`src/hw/chfr_pkg.sv`:
```
package chfr_pkg;
  // ==========================================================
  // Fault sources
  localparam int NUM_FAULTS = 5;
  localparam int FLT_OT = 0;
  localparam int FLT_UT = 1;
  localparam int FLT_VIN_OV = 2;
  localparam int FLT_VIN_UV = 3;
  localparam int FLT_TON_MAX = 4;
  // ==========================================================
  // Fault reaction byte layout
  localparam int ACT_MSB = 7;
  localparam int ACT_LSB = 6;
  localparam int RTY_MSB = 5;
  localparam int RTY_LSB = 3;
  localparam logic [2:0] DLY_FIXED = 3'h0;
  localparam logic [7:0] CFG_RST = 8'h00;
  localparam logic OP_ON_RST = 1'b1;
  // ==========================================================
  // Status bit positions
  localparam int SB_OFF = 6;
  localparam int SB_VIN_UV = 3;
  localparam int SB_TEMP = 2;
  localparam int SB_HIGH = 0;
  localparam int SW_VOUT = 15;
  localparam int SW_INPUT = 13;
  localparam int SV_TON_MAX = 2;
  localparam int ST_OT = 7;
  localparam int ST_UT = 4;
  localparam int SI_OV = 7;
  localparam int SI_UV = 4;
  // ==========================================================
  // Timing
  localparam int CLK_MHZ = 25;
  localparam int RETRY_WAIT_US = 100;
  localparam int RETRY_WAIT_CYC = RETRY_WAIT_US * CLK_MHZ;
  localparam logic [11:0] RETRY_LAST = 12'(RETRY_WAIT_CYC - 1);
  // ==========================================================
  // Channel states
  typedef enum logic [2:0] {
    ST_IDLE, ST_RUN, ST_SEQ_OFF, ST_FAULT_OFF, ST_RETRY_WAIT
  } chfr_state_e;
endpackage

```
`src/hw/chfr_ctrl.sv`:
```
`timescale 1ns/1ns
// Behaviour
// RQ1: ADC fault with zero action leaves the channel running undisturbed.
// RQ2: ADC fault with nonzero action shuts down or sequences off, then retry applies.
// RQ3: Zero retry field means no restart; output stays off until cleared.
// RQ4: Nonzero retry restarts up to global count; off command or fault stops it.
// RQ5: Delay field of every reaction byte reads zero; no deglitch added.
// RQ6: Start-up timeout: zero action keeps running, else shut down then retry.
// RQ7: Start-up timeout sets high-byte, vout word and timeout status bits.
// RQ8: Start-up timeout pulls the active-low alert output low.
// RQ9: Host uses timeout reaction at start-up, undervolt reaction afterwards.
// RQ10: ADC faults set summary and detail status bits and assert alert.
// RQ11: Fault shutdown latches off until pin toggle, on/off command or bias loss.
// RQ12: Per-channel attempt counter, cleared on latch release, caps restarts.
module chfr_ctrl
  import chfr_pkg::*;
(
  input wire logic clock,
  input wire logic nrst,
  input wire logic [chfr_pkg::NUM_FAULTS-1:0] fault_event,
  input wire logic channel_control_pin,
  input wire logic on_cmd,
  input wire logic off_cmd,
  input wire logic clear_faults,
  input wire logic immediate_off,
  input wire logic toff_done,
  input wire logic [2:0] retry_count,
  input wire logic cfg_wr,
  input wire logic [2:0] cfg_sel,
  input wire logic [7:0] cfg_wdata,
  input wire logic [2:0] cfg_rsel,
  output logic [7:0] cfg_rdata,
  output logic channel_enable,
  output logic alert_output_n,
  output logic [15:0] status_word,
  output logic [7:0] status_vout,
  output logic [7:0] status_input,
  output logic [7:0] status_temperature,
  output logic [2:0] retry_attempts
);
  import chfr_pkg::*;

  // ==========================================================
  // Control pin synchroniser
  logic ctrl_meta;
  logic ctrl_sync;
  logic ctrl_prev;
  always_ff @(posedge clock)
  begin
    if (!nrst)
    begin
      ctrl_meta <= 1'b0;
      ctrl_sync <= 1'b0;
      ctrl_prev <= 1'b0;
    end
    else
    begin
      ctrl_meta <= channel_control_pin;
      ctrl_sync <= ctrl_meta;
      ctrl_prev <= ctrl_sync;
    end
  end

  // ==========================================================
  // Fault reaction bytes
  logic [7:0] cfg [NUM_FAULTS];
  logic [NUM_FAULTS-1:0] shut_hit;
  logic [NUM_FAULTS-1:0] nort_hit;
  genvar gi;
  generate
    for (gi = 0; gi < NUM_FAULTS; gi++)
    begin : g_fault
      logic [7:0] next_cfg;
      always_comb
      begin
        next_cfg = cfg[gi];
        if (cfg_wr && cfg_sel == 3'(gi))
          next_cfg = {cfg_wdata[7:3], DLY_FIXED}; // [RQ5]
      end
      always_ff @(posedge clock)
      begin
        if (!nrst)
          cfg[gi] <= CFG_RST;
        else
          cfg[gi] <= next_cfg;
      end
      // Zero action keeps running, nonzero shuts down
      assign shut_hit[gi] = fault_event[gi] && (cfg[gi][ACT_MSB:ACT_LSB] != 2'h0); // [RQ1] [RQ6]
      assign nort_hit[gi] = shut_hit[gi] && (cfg[gi][RTY_MSB:RTY_LSB] == 3'h0); // [RQ3]
    end
  endgenerate

  logic [7:0] next_rdata;
  always_comb
  begin
    next_rdata = 8'h00;
    if (cfg_rsel < 3'(NUM_FAULTS))
      next_rdata = cfg[cfg_rsel];
  end
  always_ff @(posedge clock)
  begin
    if (!nrst)
      cfg_rdata <= 8'h00;
    else
      cfg_rdata <= next_rdata;
  end

  // ==========================================================
  // Channel state
  chfr_state_e state;
  chfr_state_e next_state;
  logic op_on;
  logic next_op_on;
  logic retry_ok;
  logic next_retry_ok;
  logic [2:0] next_attempts;
  logic [11:0] wait_cnt;
  logic [11:0] next_wait_cnt;
  logic next_enable;
  logic latch_clr;
  logic on_req;
  logic fault_shut;

  assign latch_clr = (ctrl_sync ^ ctrl_prev) | on_cmd | off_cmd; // [RQ11]
  assign on_req = ctrl_sync & op_on;
  assign fault_shut = |shut_hit;

  always_comb
  begin
    next_state = state;
    next_retry_ok = retry_ok;
    next_attempts = retry_attempts;
    next_wait_cnt = wait_cnt;
    next_op_on = op_on;
    if (on_cmd)
      next_op_on = 1'b1;
    else if (off_cmd)
      next_op_on = 1'b0;
    unique case (state)
      ST_IDLE:
      begin
        next_attempts = 3'h0; // [RQ12]
        if (on_req && !latch_clr)
          next_state = ST_RUN;
      end
      ST_RUN:
      begin
        if (fault_shut)
        begin
          next_retry_ok = ~|nort_hit; // [RQ3]
          next_state = immediate_off ? ST_FAULT_OFF : ST_SEQ_OFF; // [RQ2] [RQ6]
        end
        else if (!on_req)
          next_state = ST_IDLE;
      end
      ST_SEQ_OFF:
      begin
        // Turn-off delay is timed outside; only its end is seen here
        if (|nort_hit)
          next_retry_ok = 1'b0;
        if (toff_done)
          next_state = ST_FAULT_OFF; // [RQ2]
      end
      ST_FAULT_OFF:
      begin
        if (latch_clr)
        begin
          next_state = ST_IDLE; // [RQ11]
          next_attempts = 3'h0; // [RQ12]
        end
        else if (retry_ok && retry_attempts < retry_count)
        begin
          next_state = ST_RETRY_WAIT; // [RQ4] [RQ12]
          next_wait_cnt = 12'h000;
        end
      end
      ST_RETRY_WAIT:
      begin
        if (latch_clr || !on_req)
        begin
          next_state = ST_IDLE; // [RQ4]
          next_attempts = 3'h0; // [RQ12]
        end
        else if (fault_shut)
        begin
          next_retry_ok = 1'b0; // [RQ4]
          next_state = ST_FAULT_OFF;
        end
        else if (wait_cnt == RETRY_LAST)
        begin
          next_state = ST_RUN;
          next_attempts = retry_attempts + 3'h1; // [RQ12]
        end
        else
          next_wait_cnt = wait_cnt + 12'h001;
      end
    endcase
    next_enable = (next_state == ST_RUN) || (next_state == ST_SEQ_OFF);
  end

  always_ff @(posedge clock)
  begin
    if (!nrst)
    begin
      state <= ST_IDLE;
      op_on <= OP_ON_RST;
      retry_ok <= 1'b0;
      retry_attempts <= 3'h0;
      wait_cnt <= 12'h000;
      channel_enable <= 1'b0;
    end
    else
    begin
      state <= next_state;
      op_on <= next_op_on;
      retry_ok <= next_retry_ok;
      retry_attempts <= next_attempts;
      wait_cnt <= next_wait_cnt;
      channel_enable <= next_enable;
    end
  end

  // ==========================================================
  // Status and alert
  // Sets are applied after the clear so a same-cycle event survives
  logic [15:0] next_word;
  logic [7:0] next_vout;
  logic [7:0] next_input;
  logic [7:0] next_temp;
  logic alert;
  logic next_alert;
  always_comb
  begin
    next_word = clear_faults ? 16'h0000 : status_word;
    next_vout = clear_faults ? 8'h00 : status_vout;
    next_input = clear_faults ? 8'h00 : status_input;
    next_temp = clear_faults ? 8'h00 : status_temperature;
    next_alert = (alert && !clear_faults) || (|fault_event); // [RQ8] [RQ10]
    if (fault_event[FLT_OT])
    begin
      next_temp[ST_OT] = 1'b1; // [RQ10]
      next_word[SB_TEMP] = 1'b1;
    end
    if (fault_event[FLT_UT])
    begin
      next_temp[ST_UT] = 1'b1; // [RQ10]
      next_word[SB_TEMP] = 1'b1;
    end
    if (fault_event[FLT_VIN_OV])
    begin
      next_input[SI_OV] = 1'b1; // [RQ10]
      next_word[SW_INPUT] = 1'b1;
      next_word[SB_HIGH] = 1'b1;
    end
    if (fault_event[FLT_VIN_UV])
    begin
      next_input[SI_UV] = 1'b1; // [RQ10]
      next_word[SW_INPUT] = 1'b1;
      next_word[SB_VIN_UV] = 1'b1;
    end
    if (fault_event[FLT_TON_MAX])
    begin
      next_vout[SV_TON_MAX] = 1'b1; // [RQ7]
      next_word[SW_VOUT] = 1'b1;
      next_word[SB_HIGH] = 1'b1;
    end
    // Off bit is live, not sticky
    next_word[SB_OFF] = !next_enable;
  end

  always_ff @(posedge clock)
  begin
    if (!nrst)
    begin
      status_word <= 16'h0040;
      status_vout <= 8'h00;
      status_input <= 8'h00;
      status_temperature <= 8'h00;
      alert <= 1'b0;
    end
    else
    begin
      status_word <= next_word;
      status_vout <= next_vout;
      status_input <= next_input;
      status_temperature <= next_temp;
      alert <= next_alert;
    end
  end
  assign alert_output_n = !alert; // [RQ8]
endmodule // chfr_ctrl

```
`config.mk`:
```
export PLATFORM = sky130hd
export DESIGN_NAME = chfr_ctrl
export DESIGN_NICKNAME = d
export VERILOG_FILES = /design/src/hw/chfr_pkg.sv /design/src/hw/chfr_ctrl.sv
export SDC_FILE = /design/constraint.sdc
export NUM_CORES = 1
export LEC_CHECK = 0
export ABC_CLOCK_PERIOD_IN_PS = 5210
export BUFFER_PORTS_ARGS = -buffer_cell sky130_fd_sc_hd__buf_4
export CAP_MARGIN = 20
export CORE_AREA = 2 2 103 105
export DETAILED_ROUTE_END_ITERATION = 10
export DIE_AREA = 0 0 105 107
export GPL_ROUTABILITY_DRIVEN = 0
export SLEW_MARGIN = 20
export SYNTH_ARGS = -nofsm -noshare
export SYNTH_HDL_FRONTEND = slang
export SYNTH_SLANG_ARGS = --single-unit
```
`constraint.sdc`:
```
create_clock -name clock -period 5.21 [get_ports clock]
set_input_delay 0.2605 -clock clock [delete_from_list [all_inputs] [get_ports clock]]
set_output_delay 0.2605 -clock clock [all_outputs]
set_load 0.05 [all_outputs]
```
# --- Yosys cells after proc, flatten, opt, wreduce, memory -nomap -nowiden ---
# Memories as Yosys holds them, arrays and structs flattened. A register that Yosys moved wholly into a read port is not among the register bits.
# Cells that the tools add are included.
word_totals:
  reg_bits: 36
  ramBits: 40
  output_inout_bits: 53
  word_cells: 172
  memories: 1
classes:
  addsub: 2
  order_cmp: 2
  n_eq_ne: 22
  mux: 55
  bitwise: 10
  reduce_logical: 59
memory_table:
  columns: ["memory", "words", "word_bits", "read_ports", "rd_ports_with_merged_regs", "wr", "line_no", "text"]
  rows:
  - ["cfg", 5, 8, 6, 1, 5, "chfr_ctrl.sv:66", "logic [7:0] cfg [NUM_FAULTS];"]
ops:
  columns: ["op", "count"]
  rows:
  - ["two-way mux 8 bit", 11]
  - ["two-way mux 12 bit", 5]
  - ["two-way mux 3 bit", 14]
  - ["case mux 12 bit (2 select lines)", 1]
  - ["nonzero test 2 bit", 11]
  - ["zero test 3 bit", 7]
  - ["two-way mux 1 bit", 20]
  - ["logical AND 1 bit", 18]
  - ["!= test 2 bit (second input constant)", 9]
  - ["two-way mux 16 bit", 1]
  - ["== test 3 x 2 -> 1 bit (second input constant)", 5]
  - ["case mux 3 bit (5 select lines)", 1]
  - ["nonzero test 3 bit", 5]
  - ["OR reduction 5 bit", 3]
  - ["adder 12 x 1 -> 12 bit (second input constant)", 1]
  - ["== test 12 bit (second input constant)", 1]
  - ["== test 3 x 1 -> 1 bit (second input constant)", 3]
  - ["case mux 3 bit (3 select lines)", 1]
  - ["zero test 1 bit", 7]
  - ["bitwise OR 1 bit", 7]
  - ["== test 3 bit (second input constant)", 2]
  - ["!= test 3 bit (second input constant)", 2]
  - ["AND reduction 6 bit", 1]
  - ["AND reduction 5 bit", 1]
  - ["other kinds (11)", 13]

# --- Depth between registers and ports, before layout ---
depth:
  ltp_word: 10
  ltp_mapped: 9
  depth_no_buf: 8

# --- Worst setup path before layout ---
# Ideal clock, no wire load.
synth_path:
  kind: "register to register"
  start: "register retry_attempts[1]"
  end: "register wait_cnt[8]"
  setup_time_ns: 0.066
  t_arrival_ns: 2.028
  slack_ns: 3.116
  stages_incl_launch_ff: 7
  path_buffers: 0
  synth_period_minus_slack_ns: 2.094
  path_cell_list: "dfxtp_1 > ha_1 > a211oi_2 > o21ba_4 > o211ai_1 > or3_1 > a21oi_2"
synth_via:
  elab_chain_len: 4
synth_lines:
  columns: ["item", "line_no", "text"]
  rows:
  - ["from (decl)", "chfr_ctrl.sv:39", "output logic [2:0] retry_attempts"]
  - ["from (signal assigned)", "chfr_ctrl.sv:217", "retry_attempts <= next_attempts;"]
  - ["< comparator 3 bit", "chfr_ctrl.sv:171", "else if (retry_ok && retry_attempts < retry_count)"]
  - ["logical AND 1 bit", "chfr_ctrl.sv:171", null]
  - ["!= test 2 bit (no source line)", null, null]
  - ["AND reduction 6 bit (no source line)", null, null]
  - ["to (signal assigned)", "chfr_ctrl.sv:218", "wait_cnt <= next_wait_cnt;"]
  - ["to (decl)", "chfr_ctrl.sv:117", "logic [11:0] wait_cnt;"]
# No other way between the ends.
# A chain may end at the register's enable or synchronous reset.

# --- Worst setup path in the final report ---
layout_path:
  start: "register wait_cnt[0]"
  end: "register wait_cnt[8]"
layout_via:
  elab_chain_len: 5
  word_cells_on_any_way: 8
  cone_classes: "add/sub: 1; eq/ne: 2; mux: 4; reduce/logical: 1"
layout_lines:
  columns: ["item", "line_no", "text"]
  rows:
  - ["adder 12 x 1 -> 12 bit", "chfr_ctrl.sv:195", "next_wait_cnt = wait_cnt + 12'h001;"]
  - ["two-way mux 12 bit", "chfr_ctrl.sv:189", "else if (wait_cnt == RETRY_LAST)"]
  - ["two-way mux 12 bit", "chfr_ctrl.sv:184", "else if (fault_shut)"]
  - ["two-way mux 12 bit", "chfr_ctrl.sv:179", "if (latch_clr || !on_req)"]
  - ["case mux 12 bit (2 select lines)", "chfr_ctrl.sv:139", "unique case (state)"]
# Parallel ways exist; a longest one is shown, timed or not. The select of a mux whose other input is x is not followed.

==> impl_metrics.yaml <==
sta:
  rsz0062_at_grt: "no"
  tns_ns: 0
  finalSetupViolations: 0
  hold_viol_final: 0
  period_share_pct: 44.7
  relSlewSlack_pct: 30.0
  max_freq_ghz: 0.429
  clock_skew_ns: 0.00655
  worstMarginPinSlew_ns: 1.04
  slew_violations: 0
  finalCriticalPeriod_ns: 2.33
global_routing:
  grt-ovfl-total: 0
  grt_max_degree: 52
  grt_pass1_wl_mm: 11.9
  grt_pass1_vias: 2462
  grt_antenna_before_repair: 0
  grt_usage_pct: 13.3
clocking:
  clockBufferDepth: 2
  cts_setup_buffers: 0
  clk_root_buffer_cell: "clkbuf_8"
  clk_pin_slew_ns: 0.08
  hold_buffers: 0
  numCtsBuffers: 9
  clk_latency_ns: 0.35
  clkSinkCount: 64
  htree_num_levels: 3
  post_cts_resize_count: 0
  cts_tree: "done"
worst_setup_path:
  cp-end-kind: "flop"
  critPathBufInv: 0
  critPathKind: "reg -> reg"
  cp_max_fo: 11
  cp_slowest_stage_delay_ns: 0.56
  path_cells: "ha_1 > nor4b_1 > and3_1 > nor2_1 > o211ai_1 > or3_1 > a21oi_2"
  path_delay_family: "simple AND/OR/NAND/NOR gates"
  crit_arrival_ns: 2.62
  worst_setup_path_start_kind: "flop"
  cp.required_ns: 5.50
  cp_slowest_cell: "nor2_1"
  r2r_slack_ns: 2.88
power:
  power_density_nw_per_um2: 274
  pwr-share-clk_pct: 39.7
  power_frac_comb_pct: 14.1
  p_leak_nw: 1.56
  swShare_pct: 29.9
  peakVddDrop_v: 0.000131
  p_int_w: 0.000769
  p_switching_w: 0.000328
  total_power_w: 0.00110
  power.share.sequential_pct: 46.1
floorplanning:
  start_util_pct: 34.5
  die_width_microns: 105
  fp-row-count: 37
  die_h_microns: 107
  io_pins: 84
  core_sq_um: 10100
  die-area_sq_um: 11200
layout:
  drive_gt1_share_pct: 23.4
  antenna_cells: 0
  final_nets: 432
  layout_common_cells: "dfxtp_1, buf_4, nor2b_1"
  layout_commonest_cell: "dfxtp_1"
  syn2layout_area_growth_pct: 14.8
  fillers: 1046
place:
  hpwl_mm: 5.41
  port_buffers: 48
run_status:
  status: "finished, final reports clean"
yosys:
  ys_seq_elements: 64
  ys_seq_area_share_pct: 36.8
  synth_top_area_share_pct: 36.8
  synth.cell_area_sq_um: 3480
  ys_types: 64
  yosysTopAreaCell: "dfxtp_1"
  synth_area_leaders: "dfxtp_1, mux2i_1, buf_4, nor2b_1, mux4_2"
  async_flop_share_pct: 0
  avgSynthCellArea_sq_um: 9.81
  ys.flop_type: "dfxtp_1"
  synthCells: 355
  ys_warn_count: 0
  synth-edff-count: 0
routing:
  ant_nets: 0
  drtIter0Drc: 61
  num_vias: 2555
  first_pass_iters: 4
  remaining_drc_errors: 0
  drt-total-wl_mm: 7.23
  wl_per_cell_microns: 13.4
  vias_per_cell: 4.75
job:
  drv_cap: 0
worst_hold_path:
  hold_class: "in -> reg"
## worst paths after layout
check,startpoint,to,cells after the start
worst max-delay path,wait_cnt[0],wait_cnt[8],7
worst min-delay path,channel_control_pin,ctrl_meta,2
worst max register to register,wait_cnt[0],wait_cnt[8],7
worst min register to register,ctrl_meta,ctrl_sync,1
## kinds of logic after synthesis
logic type | Yosys count | synth area share, %
buffers and inverters | 52 | 10.1
multiplexers | 36 | 12.1
XOR/XNOR | 11 | 2.77
other | 1 | 0.108
AND/OR/NAND/NOR | 125 | 21.8
flip-flops | 64 | 36.8
adder cells (fa/ha/maj) | 4 | 1.44
AO/OA/AOI/OAI | 62 | 14.9
## cells in the mapped netlist (all sizes together) (2+ instances only)
library cell  number
a2111oi            2
buf               39
dfxtp             64
nor3               5
nor2              24
nand4              3
xnor2              2
nor4               5
nor2b             38
xor2               9
a31oi              4
and2               9
o31ai              3
inv                4
a21oi              3
or3                3
nand2             10
o21ai             15
nor3b              2
o2111ai            6
nand3b             2
nand2b             5
clkbuf             9
o31a               2
nor4b              2
o21a               8
ha                 4
mux4               5
and3               7
mux2i             31
a21boi             8
o211ai             4
nand3              6
## sequential cells by signal, indices dropped and copies added, names as in the netlist
signal	count
wait_cnt	12
retry_attempts	3
op_on	1
status_temperature	2
state	3
status_input	1
ctrl_meta	1
alert	1
cfg	25
retry_ok	1
channel_enable	1
ctrl_sync	1
cfg_rdata	5
status_word	6
ctrl_prev	1
## area by class of cell
cell class	count	area (sq um)	share of cell area, %
multi-input cells	270	1970	49.2
flip-flops and latches	64	1280	32.1
repair buffers	48	360	9.01
well taps	136	170	4.26
clock buffers	9	124	3.10
clock inverters	7	78.8	1.97
inverters	4	15.0	0.376
## metrics by stage
| stage | instance area (sq um) | utilization, % | setup WS [ns] | instances | hold WS, ns |
|---|---|---|---|---|---|
| after floorplan | 3600 | - | 3.12 | 386 | 0.366 |
| after global placement | 3790 | 37.6 | 2.92 | 522 | 0.424 |
| after detailed placement | 3790 | 37.6 | 2.92 | 522 | 0.422 |
| after CTS | 4000 | 39.6 | 2.90 | 538 | 0.109 |
| after global routing | 4000 | 39.6 | 2.69 | 538 | 0.115 |
| final | 4000 | 39.6 | 2.88 | 538 | 0.123 |
## power by group through the flow
| stage | clock network (W) | registers (W) | logic (W) |
|---|---|---|---|
| after detailed placement | 0 | 0.000518 | 0.000155 |
| after global placement | 0 | 0.000517 | 0.000154 |
| after floorplan | 0 | 0.000532 | 0.000121 |
| final | 0.000436 | 0.000506 | 0.000155 |
| after CTS | 0.000449 | 0.000506 | 0.000156 |
| after global routing | 0.000478 | 0.000508 | 0.000164 |
## metal layers
metal | global-route usage, % | routed length (microns) | up-vias
met5 | 0 | 0 | -
met4 | 4.67 | 82 | 0
met3 | 3.65 | 276 | 11
met2 | 22.8 | 3600 | 55
met1 | 15.9 | 3270 | 1211
li1 | - | - | 1278
(Power assumes the default switching activity.)
